### config.mk
export PLATFORM = sky130hd
export DESIGN_NAME = flash_self_program_control
export DESIGN_NICKNAME = d
export VERILOG_FILES = /design/src/rtl/spm_ctrl_pkg.sv /design/src/rtl/flash_self_program_control.sv
export SDC_FILE = /design/constraint.sdc
export NUM_CORES = 1
export LEC_CHECK = 0
export ABC_AREA = 1
export BUFFER_PORTS_ARGS = -buffer_cell sky130_fd_sc_hd__buf_2
export CORE_AREA = 2 2 464 466
export CTS_BUF_LIST = sky130_fd_sc_hd__clkbuf_16
export DETAILED_ROUTE_END_ITERATION = 12
export DIE_AREA = 0 0 466 468
export PLACE_DENSITY_LB_ADDON = 0.2
export SETUP_SLACK_MARGIN = 0.15
export SYNTH_ARGS = -nofsm -noshare
export SYNTH_HDL_FRONTEND = slang
export SYNTH_SLANG_ARGS = --single-unit
### constraint.sdc
create_clock -name mclk -period 6.5 [get_ports mclk]
set_input_delay 0.325 -clock mclk [delete_from_list [all_inputs] [get_ports mclk]]
set_output_delay 0.325 -clock mclk [all_outputs]
set_load 0.01 [all_outputs]
### src/rtl/spm_ctrl_pkg.sv
// constants and carrier types for the flash self-programming control block
// What this block does
// - flash splits at word 0x3800: 224 readable pages below, 32 halting pages above
// - program word counter is 14 bits; low six bits pick word in page
// - page index from pointer bits 14..7, word index from bits 6..1
// - pointer bit 15 ignored; bit 0 zero for stores, byte select for loads
// - eight-bit control/status register at 0x37 (0x57), resets to zero
// - ready interrupt requested while enabled, global enable set, store enable clear
// - erase/write to readable region sets busy flag and blocks that region
// - busy cleared by re-enable after completion, or by starting buffer load
// - signature select: load within three cycles reads signature; store does nothing
// - re-enable with store enable plus store restores access; refused while busy
// - re-enable written during buffer load aborts load, discards buffered data
// - lock set plus store programs lock bits from low source; select auto-clears
// - load within three cycles after lock set returns lock or fuse by bit 0
// - page write plus store writes buffer to pointer page; select auto-clears
// - page erase plus store erases pointer page; select auto-clears
// - core stalled for whole erase or write of a halting-region page
// - store enable alone: store puts source pair into buffer word at pointer
// - four-cycle store window; store enable clears on completion or expiry
// - store enable stays set during erase or write as busy indication
// - only low-five patterns 10001 01001 00101 00011 00001 take effect
package spm_ctrl_pkg;
  localparam logic [5:0] CSR_IO_ADDR = 6'h37;
  localparam logic [7:0] CSR_MEM_ADDR = 8'h57;
  localparam logic [7:0] CSR_RESET = 8'h00;
  localparam int BIT_IRQ_EN = 7;
  localparam int BIT_BUSY = 6;
  localparam int BIT_SIG = 5;
  localparam int BIT_REEN = 4;
  localparam int BIT_LOCK = 3;
  localparam int BIT_PGWR = 2;
  localparam int BIT_PGER = 1;
  localparam int BIT_SPEN = 0;
  localparam logic [4:0] PAT_REEN = 5'h11;
  localparam logic [4:0] PAT_LOCK = 5'h09;
  localparam logic [4:0] PAT_PGWR = 5'h05;
  localparam logic [4:0] PAT_PGER = 5'h03;
  localparam logic [4:0] PAT_FILL = 5'h01;
  localparam logic [4:0] PAT_SIG = 5'h21 & 5'h1F; // low five of sig|en
  localparam int PC_BITS = 14;
  localparam int WORD_BITS = 6;
  localparam int PAGE_BITS = PC_BITS - WORD_BITS;
  localparam int PAGE_WORDS = 64;
  localparam logic [7:0] HALT_FIRST_PAGE = 8'hE0; // word 0x3800 / 64 = 224
  localparam int STORE_WINDOW = 4;
  localparam int LOAD_WINDOW = 3;
  // operation times in ns
  localparam int ERASE_TIME_NS = 40000;
  localparam int WRITE_TIME_NS = 40000;
  localparam int LOCK_TIME_NS = 100;
  localparam int CLK_NS = 10;
  localparam int ERASE_CYCLES = (ERASE_TIME_NS + CLK_NS - 1) / CLK_NS;
  localparam int WRITE_CYCLES = (WRITE_TIME_NS + CLK_NS - 1) / CLK_NS;
  localparam int LOCK_CYCLES = (LOCK_TIME_NS + CLK_NS - 1) / CLK_NS;

  typedef enum logic [2:0] {
    OP_NONE, OP_FILL, OP_ERASE, OP_WRITE, OP_LOCK, OP_REEN, OP_SIG
  } spm_op_t;

  // request to the flash array
  typedef struct packed {
    logic erase;
    logic write;
    logic lock;
    logic [7:0] page;
    logic [7:0] lock_data;
  } flash_req_t;
endpackage

### src/rtl/flash_self_program_control.sv
// flash self-programming control: status register, store window, page buffer
`timescale 1ns/1ps
`default_nettype none
module flash_self_program_control
  import spm_ctrl_pkg::*;
#(
  parameter int ERASE_CNT = ERASE_CYCLES,
  parameter int WRITE_CNT = WRITE_CYCLES
) (
  input wire logic mclk,
  input wire logic rstn,
  // register port from the core
  input wire logic csr_wr,
  input wire logic [7:0] csr_wdata,
  output logic [7:0] csr_rdata,
  input wire logic global_irq_en,
  // instruction strobes from the core
  input wire logic store_program_instr,
  input wire logic load_program_instr,
  input wire logic [15:0] pointer,
  input wire logic [7:0] source_low_byte,
  input wire logic [7:0] source_high_byte,
  input wire logic [7:0] sig_byte_lo,
  input wire logic [7:0] sig_byte_hi,
  input wire logic [7:0] lock_bits_in,
  input wire logic [7:0] fuse_bits_in,
  output logic special_read,
  output logic [7:0] special_rdata,
  // flash array side
  output flash_req_t flash_req,
  output logic flash_req_valid,
  output logic [15:0] buf_word [PAGE_WORDS],
  output logic [PAGE_WORDS-1:0] buf_loaded,
  output logic readable_section_busy,
  output logic core_stall,
  output logic program_ready_irq
);
  // a zero count would never finish an operation
  if (ERASE_CNT < 1 || WRITE_CNT < 1) $error("op counts must be >= 1");

  logic irq_en_q, busy_q, sig_q, reen_q, lock_q, pgwr_q, pger_q, spen_q;
  logic [2:0] win_q;
  logic op_run_q, op_halt_q, op_rww_q;
  logic [31:0] op_cnt_q;
  logic fill_act_q;

  function automatic spm_op_t decode(input logic [5:0] b);
    case (b[4:0])
      PAT_REEN: decode = OP_REEN;
      PAT_LOCK: decode = OP_LOCK;
      PAT_PGWR: decode = OP_WRITE;
      PAT_PGER: decode = OP_ERASE;
      PAT_FILL: decode = b[5] ? OP_SIG : OP_FILL;
      default: decode = OP_NONE;
    endcase
  endfunction

  spm_op_t wr_op;
  assign wr_op = decode(csr_wdata[5:0]);
  wire logic arm = csr_wr && wr_op != OP_NONE && !op_run_q && !spen_q;
  wire logic window_open = spen_q && !op_run_q && win_q != 3'h0;
  wire logic store_hit = window_open && store_program_instr;
  wire logic [7:0] ptr_page = pointer[14:7];
  wire logic [5:0] ptr_word = pointer[6:1];
  wire logic page_halts = ptr_page >= HALT_FIRST_PAGE;

  // interrupt enable is plain storage
  always_ff @(posedge mclk) begin
    if (!rstn) irq_en_q <= 1'b0;
    else if (csr_wr) irq_en_q <= csr_wdata[BIT_IRQ_EN];
  end

  // command bits and store enable; window countdown
  always_ff @(posedge mclk) begin
    if (!rstn) begin
      {sig_q, reen_q, lock_q, pgwr_q, pger_q, spen_q} <= 6'h00;
      win_q <= 3'h0;
    end else if (arm) begin
      {sig_q, reen_q, lock_q, pgwr_q, pger_q, spen_q} <= csr_wdata[5:0];
      win_q <= 3'(STORE_WINDOW);
    end else if (op_run_q) begin
      if (op_cnt_q == 32'd1) begin
        {sig_q, reen_q, lock_q, pgwr_q, pger_q, spen_q} <= 6'h00;
      end
    end else if (store_hit) begin
      if (!(pgwr_q || pger_q || lock_q)) begin
        {sig_q, reen_q, lock_q, pgwr_q, pger_q, spen_q} <= 6'h00;
      end
      win_q <= 3'h0;
    end else if (spen_q) begin
      win_q <= win_q - 3'h1;
      if (win_q == 3'h1) begin
        {sig_q, reen_q, lock_q, pgwr_q, pger_q, spen_q} <= 6'h00;
      end
    end
  end

  // long operation timer
  always_ff @(posedge mclk) begin
    if (!rstn) begin
      op_run_q <= 1'b0;
      op_cnt_q <= 32'd0;
      op_halt_q <= 1'b0;
      op_rww_q <= 1'b0;
    end else if (op_run_q) begin
      op_cnt_q <= op_cnt_q - 32'd1;
      if (op_cnt_q == 32'd1) begin
        op_run_q <= 1'b0;
        op_halt_q <= 1'b0;
      end
    end else if (store_hit && (pgwr_q || pger_q || lock_q)) begin
      op_run_q <= 1'b1;
      op_cnt_q <= pgwr_q ? 32'(WRITE_CNT) :
        pger_q ? 32'(ERASE_CNT) : 32'(LOCK_CYCLES);
      op_halt_q <= (pgwr_q || pger_q) && page_halts;
      op_rww_q <= (pgwr_q || pger_q) && !page_halts;
    end
  end

  // section busy: set on readable erase/write, clear on reenable or fill
  always_ff @(posedge mclk) begin
    if (!rstn) busy_q <= 1'b0;
    else if (store_hit && (pgwr_q || pger_q) && !page_halts)
      busy_q <= 1'b1;
    else if (store_hit && reen_q) busy_q <= 1'b0;
    else if (store_hit && spen_q && !(sig_q || reen_q || lock_q ||
             pgwr_q || pger_q)) busy_q <= 1'b0;
  end

  // temporary page buffer, held here so an abort can drop it
  always_ff @(posedge mclk) begin
    if (!rstn) begin
      buf_loaded <= '0;
      fill_act_q <= 1'b0;
    end else if (csr_wr && wr_op == OP_REEN && fill_act_q) begin
      buf_loaded <= '0;
      fill_act_q <= 1'b0;
    end else if (store_hit && spen_q && !(sig_q || reen_q || lock_q ||
                 pgwr_q || pger_q)) begin
      buf_word[ptr_word] <= {source_high_byte, source_low_byte};
      buf_loaded[ptr_word] <= 1'b1;
      fill_act_q <= 1'b1;
    end else if (store_hit && pgwr_q) begin
      buf_loaded <= '0; // buffer consumed by page write
      fill_act_q <= 1'b0;
    end
  end

  // flash request, one pulse when a long op starts
  always_ff @(posedge mclk) begin
    if (!rstn) begin
      flash_req_valid <= 1'b0;
      flash_req <= '0;
    end else begin
      flash_req_valid <= store_hit && !op_run_q && (pgwr_q || pger_q ||
        lock_q);
      if (store_hit) begin
        flash_req.erase <= pger_q;
        flash_req.write <= pgwr_q;
        flash_req.lock <= lock_q;
        flash_req.page <= ptr_page;
        flash_req.lock_data <= source_low_byte;
      end
    end
  end

  // special loads: signature, lock or fuse within three cycles of arming
  always_ff @(posedge mclk) begin
    if (!rstn) begin
      special_read <= 1'b0;
      special_rdata <= 8'h00;
    end else begin
      special_read <= 1'b0;
      if (load_program_instr && window_open &&
          win_q > 3'(STORE_WINDOW - LOAD_WINDOW)) begin
        if (sig_q) begin
          special_read <= 1'b1;
          special_rdata <= pointer[0] ? sig_byte_hi : sig_byte_lo;
        end else if (lock_q) begin
          special_read <= 1'b1;
          special_rdata <= pointer[0] ? fuse_bits_in : lock_bits_in;
        end
      end
    end
  end

  assign csr_rdata = {irq_en_q, busy_q, sig_q, reen_q, lock_q, pgwr_q,
                      pger_q, spen_q};
  assign readable_section_busy = busy_q;
  assign core_stall = op_halt_q;
  assign program_ready_irq = irq_en_q && global_irq_en && !spen_q;

  // checks
  a_irq_level: assert property (@(posedge mclk) disable iff (!rstn)
    program_ready_irq == (irq_en_q && global_irq_en && !spen_q))
    else $error("ready irq wrong");
  a_window_expire: assert property (@(posedge mclk) disable iff (!rstn)
    (arm && wr_op == OP_FILL) ##1 !store_program_instr [*4] |=> !spen_q)
    else $error("store enable outlived window");
  a_busy_set: assert property (@(posedge mclk) disable iff (!rstn)
    store_hit && (pgwr_q || pger_q) && !page_halts |=> busy_q)
    else $error("busy not set");
  a_stall_spen: assert property (@(posedge mclk) disable iff (!rstn)
    core_stall |-> spen_q)
    else $error("stall without busy");
  a_spen_hold: assert property (@(posedge mclk) disable iff (!rstn)
    op_run_q && op_cnt_q > 32'd1 |=> spen_q)
    else $error("store enable dropped early");
  a_bad_pattern: assert property (@(posedge mclk) disable iff (!rstn)
    csr_wr && wr_op == OP_NONE && !spen_q |=> !spen_q)
    else $error("bad pattern acted");
  a_abort_fill: assert property (@(posedge mclk) disable iff (!rstn)
    csr_wr && wr_op == OP_REEN && fill_act_q |=> buf_loaded == '0)
    else $error("fill not aborted");
  a_fill_clear: assert property (@(posedge mclk) disable iff (!rstn)
    store_hit && wr_op != OP_NONE && spen_q && !(sig_q || reen_q ||
    lock_q || pgwr_q || pger_q) && !(store_hit && (pgwr_q || pger_q))
    |=> !busy_q)
    else $error("busy kept on fill");
  c_fill: cover property (@(posedge mclk) store_hit && !pgwr_q && !pger_q);
  c_erase: cover property (@(posedge mclk) store_hit && pger_q);
  c_stall: cover property (@(posedge mclk) core_stall);
  c_sig: cover property (@(posedge mclk) special_read);
endmodule
`default_nettype wire

# Word-level counts from Yosys, hierarchy flattened
# Cells that the tools add are included.
[totals]
register_bits = 1163
latchBits = 0
ramBits = 0
rom_bits = 0
word_cells = 215
memories = 0
[op_classes]
addsub = 2
mul = 0
div_mod_pow = 0
magnitude_cmp = 6
eq_ne = 12
shifts = 0
n_mux = 49
n_bitwise = 5
n_reduce_logical = 54
[ops]
columns = ["cell", "n"]
rows = [
  ["1024-bit bitwise mux", 1],
  ["64-bit two-way mux", 2],
  ["16-bit demux with 6-bit select", 1],
  ["32-bit two-way mux", 2],
  ["64-bit OR", 1],
  ["32-bit by 1-bit equality test with 1-bit output (second input constant)", 1],
  ["8-bit two-way mux", 4],
  ["32-bit by 1-bit subtractor with 32-bit output (second input constant)", 1],
  ["1-bit two-way mux", 29],
  ["1-bit logical AND", 24],
  ["12-bit two-way mux", 2],
  ["16-bit two-way mux", 1],
  ["3-bit two-way mux", 5],
  ["3-bit case mux with 5 select lines", 1],
  ["2-bit AND reduction", 6],
  ["3-bit nonzero test", 4],
  ["8-bit >= comparator (second input constant)", 1],
  ["2-bit nonzero test", 4],
  ["4-bit nonzero test", 2],
  ["7-bit >= comparator (second input constant)", 1],
  ["6-bit by 7-bit < comparator with 1-bit output (second input constant)", 1],
  ["7-bit by 1-bit < comparator with 1-bit output (second input constant)", 1],
  ["6-bit inverter with 7-bit output", 1],
  ["1-bit demux with 6-bit select", 1],
  ["other kinds (19)", 31],
]

# Logic depth before layout (Yosys ltp)
[logic_depth]
ltp_word = 9
mapped_depth = 13
mapped_depth_nobuf = 13

# Worst setup path after synthesis
# Ideal clock, no wire load.
[synth_path]
path_kind = "reg2reg"
from = "reg win_q[0]"
to = "reg buf_word[656] (netlist name) (enable)"
setup_ps = 409
t_arrival_ps = 2507
required_ps = 6091
slack_ps = 3584
stages_incl_launch_ff = 12
synth_period_minus_slack_ps = 2916
path_cell_list = "dfxtp_1 inv_1 ha_1 nand2_1 nand2_4 nor2_8 nand2_4 inv_2 nand2_4 nor2_4 inv_2 nor3_1"
[synth_between]
elab_chain_len = 6
[synth_rtl]
columns = ["item", "line", "source"]
rows = [
  ["start: declaration", "flash_self_program_control.sv:42", "logic [2:0] win_q;"],
  ["start signal: assignment", "flash_self_program_control.sv:80", "win_q <= 3'(STORE_WINDOW);"],
  ["start signal: assignment", "flash_self_program_control.sv:91", "win_q <= win_q - 3'h1;"],
  ["3-bit nonzero test", "flash_self_program_control.sv:61", "wire logic window_open = spen_q && !op_run_q && win_q != 3'h0;"],
  ["1-bit logical AND", "flash_self_program_control.sv:61", ""],
  ["1-bit logical AND", "flash_self_program_control.sv:62", "wire logic store_hit = window_open && store_program_instr;"],
  ["1-bit logical AND (2 in a row)", "flash_self_program_control.sv:138", "end else if (store_hit && spen_q && !(sig_q || reen_q || lock_q ||"],
  ["3-bit AND reduction (no line)", "--", ""],
  ["end signal: indexed assignment", "flash_self_program_control.sv:140", "buf_word[ptr_word] <= {source_high_byte, source_low_byte};"],
  ["end: declaration", "flash_self_program_control.sv:32", "output logic [15:0] buf_word [PAGE_WORDS],"],
]
# Every way passes these cells.
# A chain may end at the register's enable or synchronous reset.

# Final worst setup path
[layout_path]
from = "reg win_q[0]"
to = "reg buf_word[202] (netlist name) (enable)"
# The elaborated chain is that of the path after synthesis.

==> results.txt <==
----------------------------------------------------
[Floorplanning]
  IO Count ... 1206
  Number of rows in the core area ... 170
  Area of the die ... 218000 sq um
  Height of the chip ... 468 microns
  Core Box Area ... 213000 sq um
  Horiz. Die Dim ... 466 microns
  Starting Density ... 17.5%

[Clock tree]
  Sink Count ... 1163
  Clk Latency, worst-skew pair ... 770 ps
  Postcts setup bufs ... 0
  Maximum clock path buffer count ... 3
  CTS buffer count ... 137
  Clock tree from TritonCTS ... done
  Number of H-tree levels ... 4
  Clk root buf ... clkbuf_16
  Clock transition at the registers of the reported paths ... 50 ps

[Drt]
  Overall routed net length ... 160 mm
  Antenna viol nets, final ... 0
  Number of vias per cell ... 3.60
  Overall via count from detail_route ... 22800
  WL/cell ... 25.3 microns
  DRT Pass-1 Iters ... 5
  Detailed-route DRC error count ... 0
  Detailed router's first-iteration violation count ... 1581

[Worst setup path]
  Critical Path, Cell by Cell ... inv_1 -> ha_1 -> nand2_1 -> nand2_4 -> nor2_8 -> nand2_4 -> nor2_2 -> nand2_1 -> nor2_2
  Type of origin of the critical path ... flip-flop
  Logic depth of the worst setup path including buffers ... 9
  Longest individual stage delay on the worst path ... 870 ps
  Worst setup EP type ... flip-flop
  Number of cells on the worst reg-to-reg path ... 9
  Critical path required time ... 6840 ps
  Startpoint of the worst setup timing path ... win_q[0]
  Critical Path AT ... 3950 ps
  Critical Path Fanout Max ... 24
  End of the worst register-to-register path ... buf_word[202]
  Critical path type ... reg2reg
  Slack of the worst reg-to-reg path ... 2900 ps
  CP top delay family ... simple AND/OR/NAND/NOR gates
  Startpoint of the most critical register-to-register path ... win_q[0]
  Buffer and inverter count on the worst path ... 1
  Slowest cell on the critical path ... nor2_2

[Finish]
  Final Instance Area ... 52200 sq um
  Most frequent standard cell in the layout excluding fill and tap cells ... buf_2
  Most used cells in the layout excluding fill and tap cells ... buf_2 (1187), edfxtp_1 (1024), nor2_1 (191)
  Share of final-layout standard cells stronger than drive strength 1 ... 44.5%
  Count of filler cells inserted in the layout ... 22300
  Layout Area Growth over Synthesis ... 40.0%
  # nets final ... 3451
  Fin util ... 24.5%

[Logic synthesis]
  Distinct cell type count after synthesis ... 42
  FF+latch count, synth ... 1163
  Synth async-reset ratio ... 0%
  Share of the yosys chip area belonging to registers ... 90.0%
  Leading register cell type out of synthesis ... edfxtp_1
  Number of synthesis warnings ... 0
  Cell area after technology mapping ... 37300 sq um
  Syn_area_per_cell ... 19.0 sq um
  Net Count, Synth ... 2045
  Number of instances in the synthesized netlist ... 1962
  Number of enable flip-flop cells after synthesis ... 1024

[GRT]
  Pin count of the biggest net entering global routing ... 47
  Global router's overall resource usage ... 14.0%
  Number of global-route vias before repair ... 22300
  Final global-route overflow total ... 0
  Initial antenna violation count ... 17
  Wire length of the first global-routing pass ... 205 mm

[Power and ir drop]
  Static power due to leakage ... 0.0195 uW
  Pwr dens ... 307 nW/um^2
  Clock share of power ... 47.0%
  Switching power share of the total ... 22.8%
  Flop pwr share ... 50.7%
  Internal power component ... 12400 uW
  Worst vdd rail ir drop ... 0.000228 V
  Net Switching ... 3650 uW
  Total power of the final layout ... 16000 uW
  Relative contribution of combinational cells to total power ... 2.3%

[Timing]
  Final critical-path share of the clock period ... 55.4%
  Transition time of the tightest slew-check pin ... 1130 ps
  Number of failing hold endpoints at the final stage ... 0
  Fmax ... 278 MHz
  Final number of max-transition violations ... 0
  Final Skew ... 50.2 ps
  RSZ-0062 raised after global routing ... false
  Final setup fails ... 0
  Final critical path time including I/O delays and setup ... 3600 ps
  Final setup TNS ... 0 ps
  Slew Limit Headroom ... 24.3%

[Worst hold path]
  Worst Hold Class ... in2reg
  Hold Crit Depth ... 1
  Worst Hold Launch ... source_low_byte[5]
  Hold EP ... buf_word[165]

[Place]
  Detailed Place HPWL ... 110 mm
  Total of buffers placed on input and output ports ... 1203
  Post-Place Cell Area ... 47300 sq um
  Gpl congestion ... 0.764

[Outcome]
  Status ... finished clean

[Job]
  Number of max-cap violations ... 0

----------------------------------------------------
## per-stage QoR
stage	hold slack (ps)	std cells	worst slack [ps]
4_1_cts	0.262	6318	2660
6_report	57.8	6325	2900
5_1_grt	19.3	6319	2560
3_5_place_dp	441	6023	2700
3_3_place_gp	436	6023	2720
2_1_floorplan	424	1962	3580
## timing repair
item,in CTS,in global routing
hold endpoints to repair,50,0
hold buffers,44,0
resized for setup,0,0
## area by class of cell
type	instances	area, sq um	area share [%]
multi-input cells	673	3350	6.43
clock inverters	113	986	1.89
well taps	2838	3550	6.80
repair buffers	1309	6970	13.4
clock buffers	138	3450	6.62
diodes	7	17.5	0.0336
inverters	84	322	0.616
flip-flops and latches	1163	33500	64.3
## metal layers
layer | up-vias | wire [microns] | global-route usage (%) | share of wire (%)
met5 | - | 35 | 0 | 0.022
met4 | 6 | 4360 | 4.32 | 2.7
met3 | 217 | 14600 | 5.40 | 9.1
met2 | 1062 | 82100 | 25.0 | 51
met1 | 11400 | 59000 | 15.1 | 37
li1 | 10100 | - | - | -
## worst register-to-register path, stage by stage, from the launching register on
cell and delay (ps):
dfxtp_1 360, inv_1 90, ha_1 190, nand2_1 100, nand2_4 80, nor2_8 310
nand2_4 220, nor2_2 620, nand2_1 310, nor2_2 880
## cells in the mapped netlist, types with 2 or more instances
master,count,area share (%)
dfxtp_1,139,7.5
nor3_4,2,0.087
nand2_1,176,1.8
nor3_1,36,0.48
nand4_1,5,0.084
inv_4,2,0.034
o31ai_1,9,0.18
or2_2,3,0.050
nor3_2,2,0.054
a22oi_1,4,0.081
inv_2,9,0.091
o21a_1,17,0.34
nand3b_1,2,0.040
ha_1,5,0.17
clkbuf_1,18,0.18
nor2_2,11,0.18
a21oi_1,51,0.68
nor2_4,8,0.24
nand3_1,35,0.47
a31oi_1,9,0.15
nand2_2,3,0.050
edfxtp_1,1024,82
nor2_1,208,2.1
o21ai_1,5,0.067
buf_2,10,0.13
inv_1,72,0.73
nand2_4,5,0.15
buf_4,12,0.24
o21ai_0,67,0.90
## flip-flops by register name, indices dropped and copies added, names as in the netlist, 3 cells and up
name,cells
buf_word,1024
op_cnt_q,32
flash_req,19
win_q,3
special_rdata,8
buf_loaded,64
## worst max-delay path by stage
stage,endpoint,slack (ps)
3_5_place_dp,buf_word[354],2700
4_1_cts,buf_word[365],2660
6_report,buf_word[202],2900
5_1_grt,buf_word[475],2560
3_3_place_gp,buf_word[484],2720
2_1_floorplan,buf_word[656],3580
## logic make-up after synthesis
| group | Yosys count | share of synthesized area, % |
|---|---|---|
| flops | 1163 | 90.0 |
| simple gates | 499 | 5.85 |
| compound gates | 167 | 2.51 |
| buf+inv | 126 | 1.46 |
| fa+ha+maj | 5 | 0.168 |
| xor+xnor | 2 | 0.0470 |
## power by group through the flow
stage / clock [uW] / sequential (uW) / combinational, uW
6_report: 7530 / 8130 / 374
4_1_cts: 7790 / 8130 / 398
5_1_grt: 8050 / 8120 / 406
2_1_floorplan: 0 / 8280 / 69.4
3_3_place_gp: 0 / 8280 / 380
3_5_place_dp: 0 / 8280 / 381
(Power assumes the default switching activity.)
